==> config.mk <==
export PLATFORM = sky130hd
export DESIGN_NAME = gpio_port_register_bank
export DESIGN_NICKNAME = d
export VERILOG_FILES = /design/src/bit_sync3.v /design/src/pin_cell.v /design/src/gpio_port_register_bank.v
export VERILOG_INCLUDE_DIRS = /design/src
export SDC_FILE = /design/constraint.sdc
export NUM_CORES = 1
export LEC_CHECK = 0
export BUFFER_PORTS_ARGS = -buffer_cell sky130_fd_sc_hd__buf_2
export CORE_MARGIN = 2
export CORE_UTILIZATION = 39
export DETAILED_ROUTE_END_ITERATION = 10
export PLACE_DENSITY = 0.6
export RECOVER_POWER = 25
export SYNTH_ARGS = -nofsm -noshare
export SYNTH_HDL_FRONTEND = slang
export SYNTH_HIERARCHICAL = 1
export SYNTH_SLANG_ARGS = --single-unit
==> constraint.sdc <==
create_clock -name hclk -period 4.2 [get_ports hclk]
set_input_delay 0.42 -clock hclk [delete_from_list [all_inputs] [get_ports hclk]]
set_output_delay 0.42 -clock hclk [all_outputs]
set_load 0.01 [all_outputs]
==> src/gpio_port_map.vh <==
// Register indices, field positions, reset values and timing counts of the GPIO port.
// Assumes a 32-bit AHB-Lite bus; byte address is four times the register index.
//
// Overview of operation
// - Peripherals with an alternate function enabled override pin direction and pin value, except on the pin that carries the routed clock or event.
// - Override signals are internal wires only, with no software read or write path.
// - Peripheral clock or event channel 0 can drive a selected pin for its duration.
// - One pin setup write updates every pin selected in the group setup mask.
// - Four virtual port windows map real registers; access acts as the real one.
// - Direction register holds one bit per pin; one means output, zero input.
// - Direction set alias sets written ones; reading returns the direction register.
// - Direction clear alias clears written ones; reading returns the direction register.
// - Direction toggle alias inverts written ones; reading returns the direction register.
// - Output level bit drives the pin high or low only while pin is output.
// - Output set alias sets written ones; reading returns the output level register.
// - Output clear alias clears written ones; reading returns the output level register.
// - Output toggle alias inverts written ones; reading returns the output level register.
// - Input register shows pin levels regardless of direction; disabled inputs are not sampled.
// - Interrupt control holds two 2-bit enable/priority fields; upper four bits read zero.
// - First source mask selects pins feeding port interrupt 0 under their sense setting.
// - Second source mask selects pins feeding port interrupt 1 under their sense setting.
// - Pending flag sets on a matching selected pin; writing one clears it.
// - Sense codes: 000 both, 001 rising, 010 falling, 011 low, 111 disabled.
// - Each input bit passes a multi-stage synchronizer before it is read.
`ifndef GPIO_PORT_MAP_VH
`define GPIO_PORT_MAP_VH

`define IDX_DRIVE_SELECT 8'h00
`define IDX_DRIVE_SELECT_SET 8'h01
`define IDX_DRIVE_SELECT_CLR 8'h02
`define IDX_DRIVE_SELECT_FLIP 8'h03
`define IDX_DRIVE_LEVEL 8'h04
`define IDX_DRIVE_LEVEL_SET 8'h05
`define IDX_DRIVE_LEVEL_CLR 8'h06
`define IDX_DRIVE_LEVEL_FLIP 8'h07
`define IDX_SAMPLED_LEVELS 8'h08
`define IDX_IRQ_LEVEL_SELECT 8'h09
`define IDX_IRQ_A_SOURCE 8'h0A
`define IDX_IRQ_B_SOURCE 8'h0B
`define IDX_IRQ_PENDING 8'h0C
`define IDX_OUT_ROUTE 8'h0D
`define IDX_PIN_SETUP_BASE 8'h10
`define IDX_GROUP_SETUP 8'h20
`define IDX_VPORT_MAP_LO 8'h30
`define IDX_VPORT_MAP_HI 8'h31
`define IDX_VPORT_BASE 8'h40

`define RESET_BYTE 8'h00
`define IRQ_CTRL_MASK 8'h0F
`define IRQ_A_LVL_LSB 0
`define IRQ_B_LVL_LSB 2
`define PENDING_MASK 8'h03

`define SETUP_INVERT_BIT 6
`define SETUP_OPC_MSB 5
`define SETUP_OPC_LSB 3
`define SETUP_SENSE_MSB 2
`define SETUP_WIDTH 7

`define SENSE_BOTH 3'h0
`define SENSE_RISING 3'h1
`define SENSE_FALLING 3'h2
`define SENSE_LOW 3'h3
`define SENSE_OFF 3'h7

`define ROUTE_PIN_MSB 2
`define ROUTE_CLK_BIT 3
`define ROUTE_EVENT_BIT 4
`define ROUTE_MASK 8'h1F

`define READ_WAIT_CYCLES 4'h1

`endif

==> src/bit_sync3.v <==
// Three-stage synchroniser for one asynchronous pin level.
// Assumes the pin is unrelated to hclk; output changes once stages two and three agree.
`timescale 1ns/1ps
module bit_sync3 (
	// Clock and reset
	input wire hclk,
	input wire hresetn,
	// Pin level in, settled level out
	input wire async_in,
	output reg settled
);
	reg stage1;
	reg stage2;
	reg stage3;

	always @(posedge hclk or negedge hresetn) begin
		if (!hresetn) begin
			stage1 <= 1'b0;
			stage2 <= 1'b0;
			stage3 <= 1'b0;
			settled <= 1'b0;
		end else begin
			stage1 <= async_in;
			stage2 <= stage1;
			stage3 <= stage2;
			if (stage2 == stage3) begin
				settled <= stage3;
			end
		end
	end
endmodule

==> src/pin_cell.v <==
// One pin: its setup register, input synchroniser and sense detector.
// Assumes setup writes come from the register bank on the same clock.
`timescale 1ns/1ps
`include "gpio_port_map.vh"
module pin_cell (
	// Clock and reset
	input wire hclk,
	input wire hresetn,
	// Setup register access
	input wire setup_we,
	input wire [`SETUP_WIDTH-1:0] setup_wdata,
	output reg [`SETUP_WIDTH-1:0] setup,
	// Pin side
	input wire pad_in,
	// Sampled level and sense match
	output wire level,
	output wire hit
);
	wire synced;
	reg prev;
	wire [2:0] sense;
	wire inv_level;
	wire off;

	assign sense = setup[`SETUP_SENSE_MSB:0];
	assign off = (sense == `SENSE_OFF);

	bit_sync3 u_sync (
		.hclk(hclk),
		.hresetn(hresetn),
		.async_in(pad_in),
		.settled(synced)
	);

	assign inv_level = synced ^ setup[`SETUP_INVERT_BIT];
	// A disabled input buffer reads as zero and never senses.
	assign level = off ? 1'b0 : inv_level;

	always @(posedge hclk or negedge hresetn) begin
		if (!hresetn) begin
			setup <= 7'h00;
			prev <= 1'b0;
		end else begin
			if (setup_we) begin
				setup <= setup_wdata;
			end
			prev <= level;
		end
	end

	assign hit = (sense == `SENSE_BOTH) ? (level != prev) :
		(sense == `SENSE_RISING) ? (level & ~prev) :
		(sense == `SENSE_FALLING) ? (~level & prev) :
		(sense == `SENSE_LOW) ? ~level : 1'b0;
endmodule

==> src/gpio_port_register_bank.v <==
// Eight-pin GPIO port with its register bank on an AHB-Lite slave.
// Assumes one AHB-Lite master, whole-word single transfers, and pins outside the clock domain.
`timescale 1ns/1ps
`include "gpio_port_map.vh"
module gpio_port_register_bank #(
	parameter [3:0] PORT_ID = 4'h0
) (
	// Clock and reset
	input wire hclk,
	input wire hresetn,
	// AHB-Lite slave
	input wire hsel,
	input wire [31:0] haddr,
	input wire [1:0] htrans,
	input wire hwrite,
	input wire [2:0] hsize,
	input wire [31:0] hwdata,
	input wire hready,
	output wire hreadyout,
	output wire hresp,
	output reg [31:0] hrdata,
	// Alternate function overrides from other peripherals
	input wire [7:0] alt_dir_en,
	input wire [7:0] alt_dir,
	input wire [7:0] alt_val_en,
	input wire [7:0] alt_val,
	// Event channel 0
	input wire event_ch0,
	// Pins
	input wire [7:0] pad_i,
	output wire [7:0] pad_o,
	output reg [7:0] pad_oe,
	// Port interrupt requests with their priority fields
	output wire irq_a,
	output wire [1:0] irq_a_priority,
	output wire irq_b,
	output wire [1:0] irq_b_priority
);
	localparam [1:0] TRANS_NONSEQ = 2'b10;

	// Register state
	reg [7:0] drive_select;
	reg [7:0] drive_level;
	reg [7:0] irq_level_select;
	reg [7:0] irq_a_source_select;
	reg [7:0] irq_b_source_select;
	reg [1:0] irq_pending_bits;
	reg [7:0] group_setup_select;
	reg [7:0] out_route;
	reg [7:0] vport_map_lo;
	reg [7:0] vport_map_hi;

	// Bus pipeline state
	reg wr_pend;
	reg [3:0] rd_wait;
	wire rd_pend;
	wire rd_last;
	reg [7:0] acc_idx;
	reg acc_hit;

	// Per-pin results
	wire [7:0] sampled_levels;
	wire [7:0] sense_hit;
	wire [`SETUP_WIDTH-1:0] pin_setup [0:7];
	wire [7:0] setup_we;
	wire [7:0] setup_invert;

	// Pin drive staging
	reg [7:0] pad_level;
	reg [7:0] next_pad_level;
	reg [7:0] next_pad_oe;
	reg event_q;

	// Address translation
	reg [7:0] next_idx;
	reg next_hit;
	reg [3:0] vp_port;
	reg [7:0] raw_idx;

	wire accept;
	wire wr_now;
	wire [7:0] wbyte;
	wire setup_write;
	wire [2:0] setup_pin;
	wire [2:0] route_pin;

	// Transfer size is not decoded; every access is taken as one whole word.
	assign accept = hsel & hready & (htrans == TRANS_NONSEQ);
	assign hresp = 1'b0;
	// Reads wait a fixed number of states so that a write just before them is visible.
	// The count runs down in the data phase, and read data load in its last wait state.
	assign rd_pend = (rd_wait != 4'h0);
	assign rd_last = (rd_wait == 4'h1);
	assign hreadyout = ~rd_pend;
	assign wr_now = wr_pend & acc_hit;
	assign wbyte = hwdata[7:0];

	// Translate a virtual port window onto the real register when the map names this port.
	always @* begin
		raw_idx = haddr[9:2];
		next_idx = raw_idx;
		next_hit = 1'b1;
		vp_port = 4'h0;
		// After reset all four windows name port zero, so that port answers every window.
		if (raw_idx >= `IDX_VPORT_BASE) begin
			case (raw_idx[3:2])
				2'd0: vp_port = vport_map_lo[3:0];
				2'd1: vp_port = vport_map_lo[7:4];
				2'd2: vp_port = vport_map_hi[3:0];
				default: vp_port = vport_map_hi[7:4];
			endcase
			next_hit = (raw_idx < (`IDX_VPORT_BASE + 8'h10)) && (vp_port == PORT_ID);
			case (raw_idx[1:0])
				2'd0: next_idx = `IDX_DRIVE_SELECT;
				2'd1: next_idx = `IDX_DRIVE_LEVEL;
				2'd2: next_idx = `IDX_SAMPLED_LEVELS;
				default: next_idx = `IDX_IRQ_PENDING;
			endcase
		end
	end

	always @(posedge hclk or negedge hresetn) begin
		if (!hresetn) begin
			wr_pend <= 1'b0;
			rd_wait <= 4'h0;
			acc_idx <= 8'h00;
			acc_hit <= 1'b0;
		end else begin
			if (accept) begin
				acc_idx <= next_idx;
				acc_hit <= next_hit;
			end
			wr_pend <= accept & hwrite;
			if (accept & ~hwrite) begin
				rd_wait <= `READ_WAIT_CYCLES;
			end else if (rd_pend) begin
				rd_wait <= rd_wait - 4'h1;
			end
		end
	end

	// Pin setup writes, singly or as a group under the mask.
	assign setup_write = wr_now && (acc_idx >= `IDX_PIN_SETUP_BASE) &&
		(acc_idx < (`IDX_PIN_SETUP_BASE + 8'h08));
	assign setup_pin = acc_idx[2:0];

	genvar g;
	generate
		for (g = 0; g < 8; g = g + 1) begin : pins
			assign setup_we[g] = setup_write &&
				((group_setup_select != 8'h00) ? group_setup_select[g] :
				(setup_pin == g));
			assign setup_invert[g] = pin_setup[g][`SETUP_INVERT_BIT];
			pin_cell u_pin (
				.hclk(hclk),
				.hresetn(hresetn),
				.setup_we(setup_we[g]),
				.setup_wdata(hwdata[`SETUP_WIDTH-1:0]),
				.setup(pin_setup[g]),
				.pad_in(pad_i[g]),
				.level(sampled_levels[g]),
				.hit(sense_hit[g])
			);
		end
	endgenerate

	// Register writes; aliases only touch bits written as one.
	always @(posedge hclk or negedge hresetn) begin
		if (!hresetn) begin
			drive_select <= `RESET_BYTE;
			drive_level <= `RESET_BYTE;
			irq_level_select <= `RESET_BYTE;
			irq_a_source_select <= `RESET_BYTE;
			irq_b_source_select <= `RESET_BYTE;
			group_setup_select <= `RESET_BYTE;
			out_route <= `RESET_BYTE;
			vport_map_lo <= `RESET_BYTE;
			vport_map_hi <= `RESET_BYTE;
		end else begin
			if (setup_write) begin
				group_setup_select <= `RESET_BYTE;
			end
			if (wr_now) begin
				case (acc_idx)
					`IDX_DRIVE_SELECT: drive_select <= wbyte;
					`IDX_DRIVE_SELECT_SET: drive_select <= drive_select | wbyte;
					`IDX_DRIVE_SELECT_CLR: drive_select <= drive_select & ~wbyte;
					`IDX_DRIVE_SELECT_FLIP: drive_select <= drive_select ^ wbyte;
					`IDX_DRIVE_LEVEL: drive_level <= wbyte;
					`IDX_DRIVE_LEVEL_SET: drive_level <= drive_level | wbyte;
					`IDX_DRIVE_LEVEL_CLR: drive_level <= drive_level & ~wbyte;
					`IDX_DRIVE_LEVEL_FLIP: drive_level <= drive_level ^ wbyte;
					`IDX_IRQ_LEVEL_SELECT: irq_level_select <= wbyte & `IRQ_CTRL_MASK;
					`IDX_IRQ_A_SOURCE: irq_a_source_select <= wbyte;
					`IDX_IRQ_B_SOURCE: irq_b_source_select <= wbyte;
					`IDX_OUT_ROUTE: out_route <= wbyte & `ROUTE_MASK;
					`IDX_GROUP_SETUP: group_setup_select <= wbyte;
					`IDX_VPORT_MAP_LO: vport_map_lo <= wbyte;
					`IDX_VPORT_MAP_HI: vport_map_hi <= wbyte;
					default: ;
				endcase
			end
		end
	end

	// Pending flags: a new match in the clearing cycle keeps the flag set.
	wire [1:0] pend_set;
	wire [1:0] pend_clr;
	assign pend_set[0] = |(sense_hit & irq_a_source_select);
	assign pend_set[1] = |(sense_hit & irq_b_source_select);
	assign pend_clr = (wr_now && (acc_idx == `IDX_IRQ_PENDING)) ? wbyte[1:0] : 2'b00;

	always @(posedge hclk or negedge hresetn) begin
		if (!hresetn) begin
			irq_pending_bits <= 2'b00;
		end else begin
			irq_pending_bits <= (irq_pending_bits & ~pend_clr) | pend_set;
		end
	end

	assign irq_a_priority = irq_level_select[`IRQ_A_LVL_LSB+1:`IRQ_A_LVL_LSB];
	assign irq_b_priority = irq_level_select[`IRQ_B_LVL_LSB+1:`IRQ_B_LVL_LSB];
	// A zero priority field leaves that port interrupt disabled.
	assign irq_a = irq_pending_bits[0] & (irq_a_priority != 2'b00);
	assign irq_b = irq_pending_bits[1] & (irq_b_priority != 2'b00);

	// Read data, registered in the last wait state.
	reg [7:0] rd_byte;
	always @* begin
		rd_byte = 8'h00;
		case (acc_idx)
			`IDX_DRIVE_SELECT,
			`IDX_DRIVE_SELECT_SET,
			`IDX_DRIVE_SELECT_CLR,
			`IDX_DRIVE_SELECT_FLIP: rd_byte = drive_select;
			`IDX_DRIVE_LEVEL,
			`IDX_DRIVE_LEVEL_SET,
			`IDX_DRIVE_LEVEL_CLR,
			`IDX_DRIVE_LEVEL_FLIP: rd_byte = drive_level;
			`IDX_SAMPLED_LEVELS: rd_byte = sampled_levels;
			`IDX_IRQ_LEVEL_SELECT: rd_byte = irq_level_select;
			`IDX_IRQ_A_SOURCE: rd_byte = irq_a_source_select;
			`IDX_IRQ_B_SOURCE: rd_byte = irq_b_source_select;
			`IDX_IRQ_PENDING: rd_byte = {6'h00, irq_pending_bits};
			`IDX_OUT_ROUTE: rd_byte = out_route;
			`IDX_GROUP_SETUP: rd_byte = group_setup_select;
			`IDX_VPORT_MAP_LO: rd_byte = vport_map_lo;
			`IDX_VPORT_MAP_HI: rd_byte = vport_map_hi;
			`IDX_PIN_SETUP_BASE + 8'h00: rd_byte = {1'b0, pin_setup[0]};
			`IDX_PIN_SETUP_BASE + 8'h01: rd_byte = {1'b0, pin_setup[1]};
			`IDX_PIN_SETUP_BASE + 8'h02: rd_byte = {1'b0, pin_setup[2]};
			`IDX_PIN_SETUP_BASE + 8'h03: rd_byte = {1'b0, pin_setup[3]};
			`IDX_PIN_SETUP_BASE + 8'h04: rd_byte = {1'b0, pin_setup[4]};
			`IDX_PIN_SETUP_BASE + 8'h05: rd_byte = {1'b0, pin_setup[5]};
			`IDX_PIN_SETUP_BASE + 8'h06: rd_byte = {1'b0, pin_setup[6]};
			`IDX_PIN_SETUP_BASE + 8'h07: rd_byte = {1'b0, pin_setup[7]};
			default: ;
		endcase
		if (!acc_hit) begin
			rd_byte = 8'h00;
		end
	end

	always @(posedge hclk or negedge hresetn) begin
		if (!hresetn) begin
			hrdata <= 32'h00000000;
		end else if (rd_last) begin
			hrdata <= {24'h000000, rd_byte};
		end
	end

	// Pin drive: register level, output configuration, then peripheral overrides.
	assign route_pin = out_route[`ROUTE_PIN_MSB:0];
	integer p;
	always @* begin
		next_pad_level = 8'h00;
		next_pad_oe = 8'h00;
		for (p = 0; p < 8; p = p + 1) begin
			next_pad_level[p] = drive_level[p] ^ setup_invert[p];
			next_pad_oe[p] = drive_select[p];
			case (pin_setup[p][`SETUP_OPC_MSB:`SETUP_OPC_LSB])
				3'h4, 3'h6: next_pad_oe[p] = drive_select[p] & next_pad_level[p];
				3'h5, 3'h7: next_pad_oe[p] = drive_select[p] & ~next_pad_level[p];
				default: ;
			endcase
			if (alt_dir_en[p]) begin
				next_pad_oe[p] = alt_dir[p];
			end
			if (alt_val_en[p]) begin
				next_pad_level[p] = alt_val[p];
			end
			if ((out_route[`ROUTE_CLK_BIT] | out_route[`ROUTE_EVENT_BIT]) &&
				(route_pin == p)) begin
				next_pad_oe[p] = 1'b1;
			end
		end
	end

	always @(posedge hclk or negedge hresetn) begin
		if (!hresetn) begin
			pad_level <= 8'h00;
			pad_oe <= 8'h00;
			event_q <= 1'b0;
		end else begin
			pad_level <= next_pad_level;
			pad_oe <= next_pad_oe;
			event_q <= event_ch0;
		end
	end

	// The routed pin carries the clock itself, or the event for as long as it lasts.
	// Changing the route while the clock is out can clip one clock pulse on that pin.
	genvar q;
	generate
		for (q = 0; q < 8; q = q + 1) begin : drive
			assign pad_o[q] = (route_pin != q) ? pad_level[q] :
				out_route[`ROUTE_CLK_BIT] ? hclk :
				out_route[`ROUTE_EVENT_BIT] ? event_q : pad_level[q];
		end
	endgenerate
endmodule

==> out/metrics.yaml, run 1 <==
rows: 60
wl_met1_um: 14200
async_flop_share_pct: 100
synth_cells: 992
ff_latch_area_um2: 5060
area_delta_synth_final_pct: 17.5
critPathRequiredTime_ns: 3.78
dieHeight_um: 169
n_antenna_cell: 0
dp.cells: 1391
drive_gt1_share_pct: 26.2
cp_max_fo: 2
hold_path.class: "primary input to flip-flop"
drc: 0
wire_per_inst_um: 22.6
startpoint_type: "clock port"
seq_area_frac_synth_pct: 47.4
worst_slew_pin_slew_ns: 3.16
worstPathCellList: "clkbuf_16 -> clkbuf_16 -> clkbuf_16 -> clkbuf_16 -> clkbuf_16 -> a21oi_4 -> clkbuf_16 -> nor2_4 -> clkbuf_16 -> a32o_2 -> buf_6"
grt_max_degree: 121
worst_path_max_delay_cell: "a32o_2"
first_pass_iters: 6
fin_tns_setup_ns: 0
synth_seq_cells: 202
status: "finished with violations"
critPathKind: "clock port to output port"
dpl.hpwl_um: 23000
crit_top_cell: "clkbuf_16"
die_area_um2: 28700
ys_dominant_reg_cell: "dfrtp_1"
clock_skew_ns: 0.0121
route.met3.wl_um: 2240
final-hold-violation-count: 0
io_buffers: 94
multiInputGateArea_um2: 5170
drt_wl_total_um: 33000
preCtsSetupSlack_ns: 1.05
clk_latency_ns: 0.63
slew_violations: 120
power_density_nw_per_um2: 446
top_layer_used: "met4"
p_leak_uw: 0.00572
largest-register: "pins.u_pin/setup"
yosysUniqueCellTypes: 76
place.gp.congestion: 0.959
dr_wl_met2_um: 15000
max_cap_viol_count: 1
instances_no_fill: 1458
max_stage_delay_ns: 0.24
drtAntennaViolNets: 0
first_global_vias: 8175
pin_count: 171
grt_pass1_wl_um: 49600
worst_slack_ns: 0.129
final_cell_mix: "dfrtp_1, nand2_1, mux2_2"
antenna_found_initial: 0
layout_commonest_cell: "dfrtp_1"
end_kind: "output port"
nets: 1247
finalSetupViolCount: 0
ir_drop_mv: 0.286
critPathArrivalTime_ns: 3.65
final.fill_count: 2490
ys_warn_count: 6
largest_reg_flops: 56
cts_tree: "done"
avgSynthCellArea_um2: 10.7
violations: "capacitance limit, slew limit"
slew_headroom_pct: -111
start_util_pct: 39.7
power.total_uw: 5580
clk_pin_slew_worst_paths_ns: 0.06
core_um2: 26900
rsz0062_at_grt: "false"
vias_per_cell: 5.73
track_usage_pct: 22.9
hold_slack_ns: 0.0201
netlist_area_um2: 10700
cts_setup_buffers: 0
num_vias: 8353
synth-edff-count: 0
overflow: 0
drt-initial-drc-count: 743
fp.dieW_um: 169
-- worst max-delay path: cells and delay by family --
family / cells / cell delay [ns]
buffers and inverters: 8 / 1.08
AO/OA/AOI/OAI: 2 / 0.42
AND/OR/NAND/NOR: 1 / 0.05
-- cells by family after synthesis --
| family | Yosys count | synth area share [%] |
|---|---|---|
| AND/OR/NAND/NOR | 266 | 12.6 |
| AO/OA/AOI/OAI | 218 | 14.0 |
| flip-flops | 202 | 47.4 |
| multiplexers | 129 | 13.9 |
| buffers and inverters | 108 | 5.05 |
| adder cells (fa/ha/maj) | 42 | 4.84 |
| XOR/XNOR | 26 | 2.14 |
| other | 1 | 0.0352 |
-- stage by stage --
| stage | utilization, % | instance area [um^2] |
|---|---|---|
| 5_1_grt | 46.6 | 12500 |
| 2_1_floorplan | - | 10700 |
| 3_3_place_gp | 42.3 | 11400 |
| 3_5_place_dp | 42.3 | 11400 |
| 4_1_cts | 46.7 | 12500 |
| 6_report | 46.6 | 12500 |
-- where the power goes --
group	switching [uW]	total, uW	leakage, uW	internal, uW
Combinational	532	870	0.00268	337
Clock	971	2540	0.000607	1570
Sequential	122	2170	0.00243	2050
-- timing repair --
action,in CTS,in global routing
gates resized for setup,8,0
setup endpoints to repair,8,0
hold buffers,11,0
hold endpoints to repair,128,0
-- synthesized netlist by cell type, types with 3 or more instances --
cell      instances  area [um^2]
a22oi_1          22          165
or4_1             4         30.0
and3_1            5         31.3
nor3_1           10         50.1
a21oi_1          35          175
and4_1            4         35.0
a32oi_1           6         52.6
a21o_1            3         22.5
clkbuf_1         27          101
inv_1            33          124
and2_1            8         50.1
mux2i_1          27          270
buf_2            19         95.1
a221oi_1          3         26.3
nand3_1          18         90.1
maj3_2            8         90.1
nor2b_1          11         68.8
xor2_1            8         70.1
mux4_2            6          135
mux2_2           96         1080
nand2_1         119          447
buf_4            25          188
nor3b_1           3         22.5
o21ai_0          55          275
o32ai_1           8         70.1
nand2b_1          5         31.3
a22o_1           19          166
a32o_1            5         50.1
dfrtp_1         202         5050
o22ai_1           6         37.5
a31oi_1          13         81.3
a21oi_2           8         70.1
ha_1             34          425
a211oi_1         14          105
nor2_1           44          165
xnor2_1          18          158
or3_1            10         62.6
-- metal layers --
metal,up-vias,track usage [%]
li1,3740,-
met2,376,34.7
met3,96,4.45
met1,4141,31.7
met5,-,0
met4,0,11.1
-- worst paths after layout --
kind / startpoint / endpoint / slack [ns] / cells past startpoint
setup / recovery: hclk / pad_o[6] / 0.13 / 11
hold / removal: alt_dir[7] / pad_oe[7]$_DFF_PN0_ / 0.02 / 3
setup reg to reg: group_setup_select[2]$_DFF_PN0_ / pins[7].u_pin/setup[3]$_DFFE_PN0P_ / 1.20 / 6
hold reg to reg: pins[6].u_pin/u_sync/stage1$_DFF_PN0_ / pins[6].u_pin/u_sync/stage2$_DFF_PN0_ / 0.35 / 0
max in group asynchronous: hresetn / acc_idx[0]$_DFFE_PN0P_ / 0.74 / 2
min in group asynchronous: hresetn / pins[2].u_pin/u_sync/stage1$_DFF_PN0_ / 1.33 / 2
-- final cells by class --
type,count,share of cell area [%]
clock inverter,15,0.859
sequential,202,40.4
inverter,33,0.989
clock buffer,49,7.78
timing repair buffer,112,5.30
multi-input combinational,706,41.3
tap,341,3.41
No activity file was read; power rests on OpenSTA's default activity.
==> inputs of run 2 (changes only) <==
--- a/config.mk
+++ b/config.mk
@@ -8,9 +8,9 @@
 export LEC_CHECK = 0
 export BUFFER_PORTS_ARGS = -buffer_cell sky130_fd_sc_hd__buf_2
 export CORE_MARGIN = 2
-export CORE_UTILIZATION = 39
+export CORE_UTILIZATION = 35
 export DETAILED_ROUTE_END_ITERATION = 10
-export PLACE_DENSITY = 0.6
+export PLACE_DENSITY = 0.62
 export RECOVER_POWER = 25
 export SYNTH_ARGS = -nofsm -noshare
 export SYNTH_HDL_FRONTEND = slang
==> out/metrics.yaml, run 2 (synthesized netlist as in run 1, its figures left out) <==
area_delta_synth_final_pct: 18.2
final_cell_mix: "dfrtp_1, nand2_1, mux2_2"
crit_end: "pad_o[6]"
rsz0062_at_grt: "false"
final-hold-violation-count: 0
ir_drop_mv: 0.259
startpoint_type: "clock port"
cp_max_fo: 2
r2r-end: "pins[4].u_pin/setup[5]$_DFFE_PN0P_"
critPathRequiredTime_ns: 3.78
worst_slew_pin_slew_ns: 2.41
io_buffers: 94
cts_tree: "done"
r2r_start: "group_setup_select[2]$_DFF_PN0_"
nets: 1247
start_util_pct: 35.8
slew_headroom_pct: -60.6
wire_per_inst_um: 22.0
rows: 63
track_usage_pct: 21.3
place.gp.congestion: 0.968
final.fill_count: 2873
layout_commonest_cell: "dfrtp_1"
setup.worst_path.start: "hclk"
utilization_pct: 42.3
hold_path.class: "primary input to flip-flop"
antenna_found_initial: 0
drc: 0
drive_gt1_share_pct: 25.8
core_um2: 29800
die_area_um2: 31900
grt_pass1_wl_um: 50700
status: "finished with violations"
n_antenna_cell: 0
first_global_vias: 8525
num_vias: 8393
clock_skew_ns: 0.0149
worstRegToRegCells: 6
grt_max_degree: 94
end_kind: "output port"
worst_slack_ns: 0.142
drtAntennaViolNets: 0
clk_latency_ns: 0.63
violations: "capacitance limit, slew limit"
dpl.hpwl_um: 23300
drt_wl_total_um: 33000
instances_no_fill: 1504
largest-register: "pins.u_pin/setup"
finalSetupViolCount: 0
fp.dieW_um: 179
slew_violations: 93
fin_tns_setup_ns: 0
critPathArrivalTime_ns: 3.64
overflow: 0
pin_count: 171
rrSetupSlack_ns: 1.15
p_leak_uw: 0.00572
preCtsSetupSlack_ns: 1.05
dp.cells: 1439
largest_reg_flops: 56
critPathKind: "clock port to output port"
max_cap_viol_count: 1
power_density_nw_per_um2: 449
first_pass_iters: 5
clk_pin_slew_worst_paths_ns: 0.06
vias_per_cell: 5.58
dieHeight_um: 179
drt-initial-drc-count: 789
## run 2: cell types whose count changed in the layout (fill, tap and decap cells not counted), moves of 2 or more
cell | before | now
clkbuf_1 | 4 | 6
clkinvlp_4 | 3 | 1
buf_2 | 91 | 93
clkinv_2 | 11 | 4
and2_1 | 6 | 8
and2_0 | 3 | 1
clkbuf_8 | 3 | 5
## run 2: worst max-delay path, cell delays in order
cell and delay, ns:
clkbuf_16 0.12, clkbuf_16 0.13, clkbuf_16 0.13, clkbuf_16 0.13
clkbuf_16 0.13, a21oi_4 0.17, clkbuf_16 0.16, nor2_4 0.05
clkbuf_16 0.17, a32o_1 0.21, buf_2 0.14
## run 2: where the power goes
group	leakage [uW]	internal (uW)	total, uW	switching (uW)
Sequential	0.00243	2050	2180	130
Combinational	0.00268	337	863	525
Clock	0.000611	1670	2610	935
Total	0.00572	4060	5650	1590
## run 2: layer usage
layer	track usage (%)	part of all wire, %	up-vias
li1	-	-	3743
met1	27.7	41	4160
met2	32.9	46	395
met3	5.80	8.8	95
met4	10.2	4.4	0
met5	0	0	-
## run 2: stage by stage
stage          total power (uW)  hold WS, ns  cell area [um^2]
2_1_floorplan              2790        0.124             10700
3_3_place_gp               3090        0.331             11400
3_5_place_dp               3110        0.336             11400
4_1_cts                    5690       0.0114             12600
5_1_grt                    5890       0.0224             12600
6_report                   5650       0.0204             12600
## run 2: layout make-up
class	count	area, um^2	area share [%]
clock buffers	55	1010	8.05
clock inverters	7	87.6	0.695
inverters	33	124	0.983
multi-input cells	706	5170	41.0
flip-flops and latches	202	5060	40.1
well taps	390	488	3.87
repair buffers	111	658	5.22
## run 2: what timing repair did
action	in CTS	in global routing
endpoints found under the setup margin	8	0
buffers inserted	1	0
hold endpoints to repair	101	0
hold buffers	11	0
gates resized for setup	6	0
## run 2: worst min path at each step
stage / startpoint / end / slack, ns / depth (start not counted)
floorplan: hresetn / acc_hit$_DFFE_PN0P_ / 0.12 / 0
global placement: pins[4].u_pin/u_sync/stage1$_DFF_PN0_ / pins[4].u_pin/u_sync/stage2$_DFF_PN0_ / 0.33 / 0
detailed placement: pins[3].u_pin/u_sync/stage1$_DFF_PN0_ / pins[3].u_pin/u_sync/stage2$_DFF_PN0_ / 0.34 / 0
CTS: alt_dir[5] / pad_oe[5]$_DFF_PN0_ / 0.01 / 3
global route: alt_val[3] / pad_level[3]$_DFF_PN0_ / 0.02 / 2
finish: alt_dir[2] / pad_oe[2]$_DFF_PN0_ / 0.02 / 3
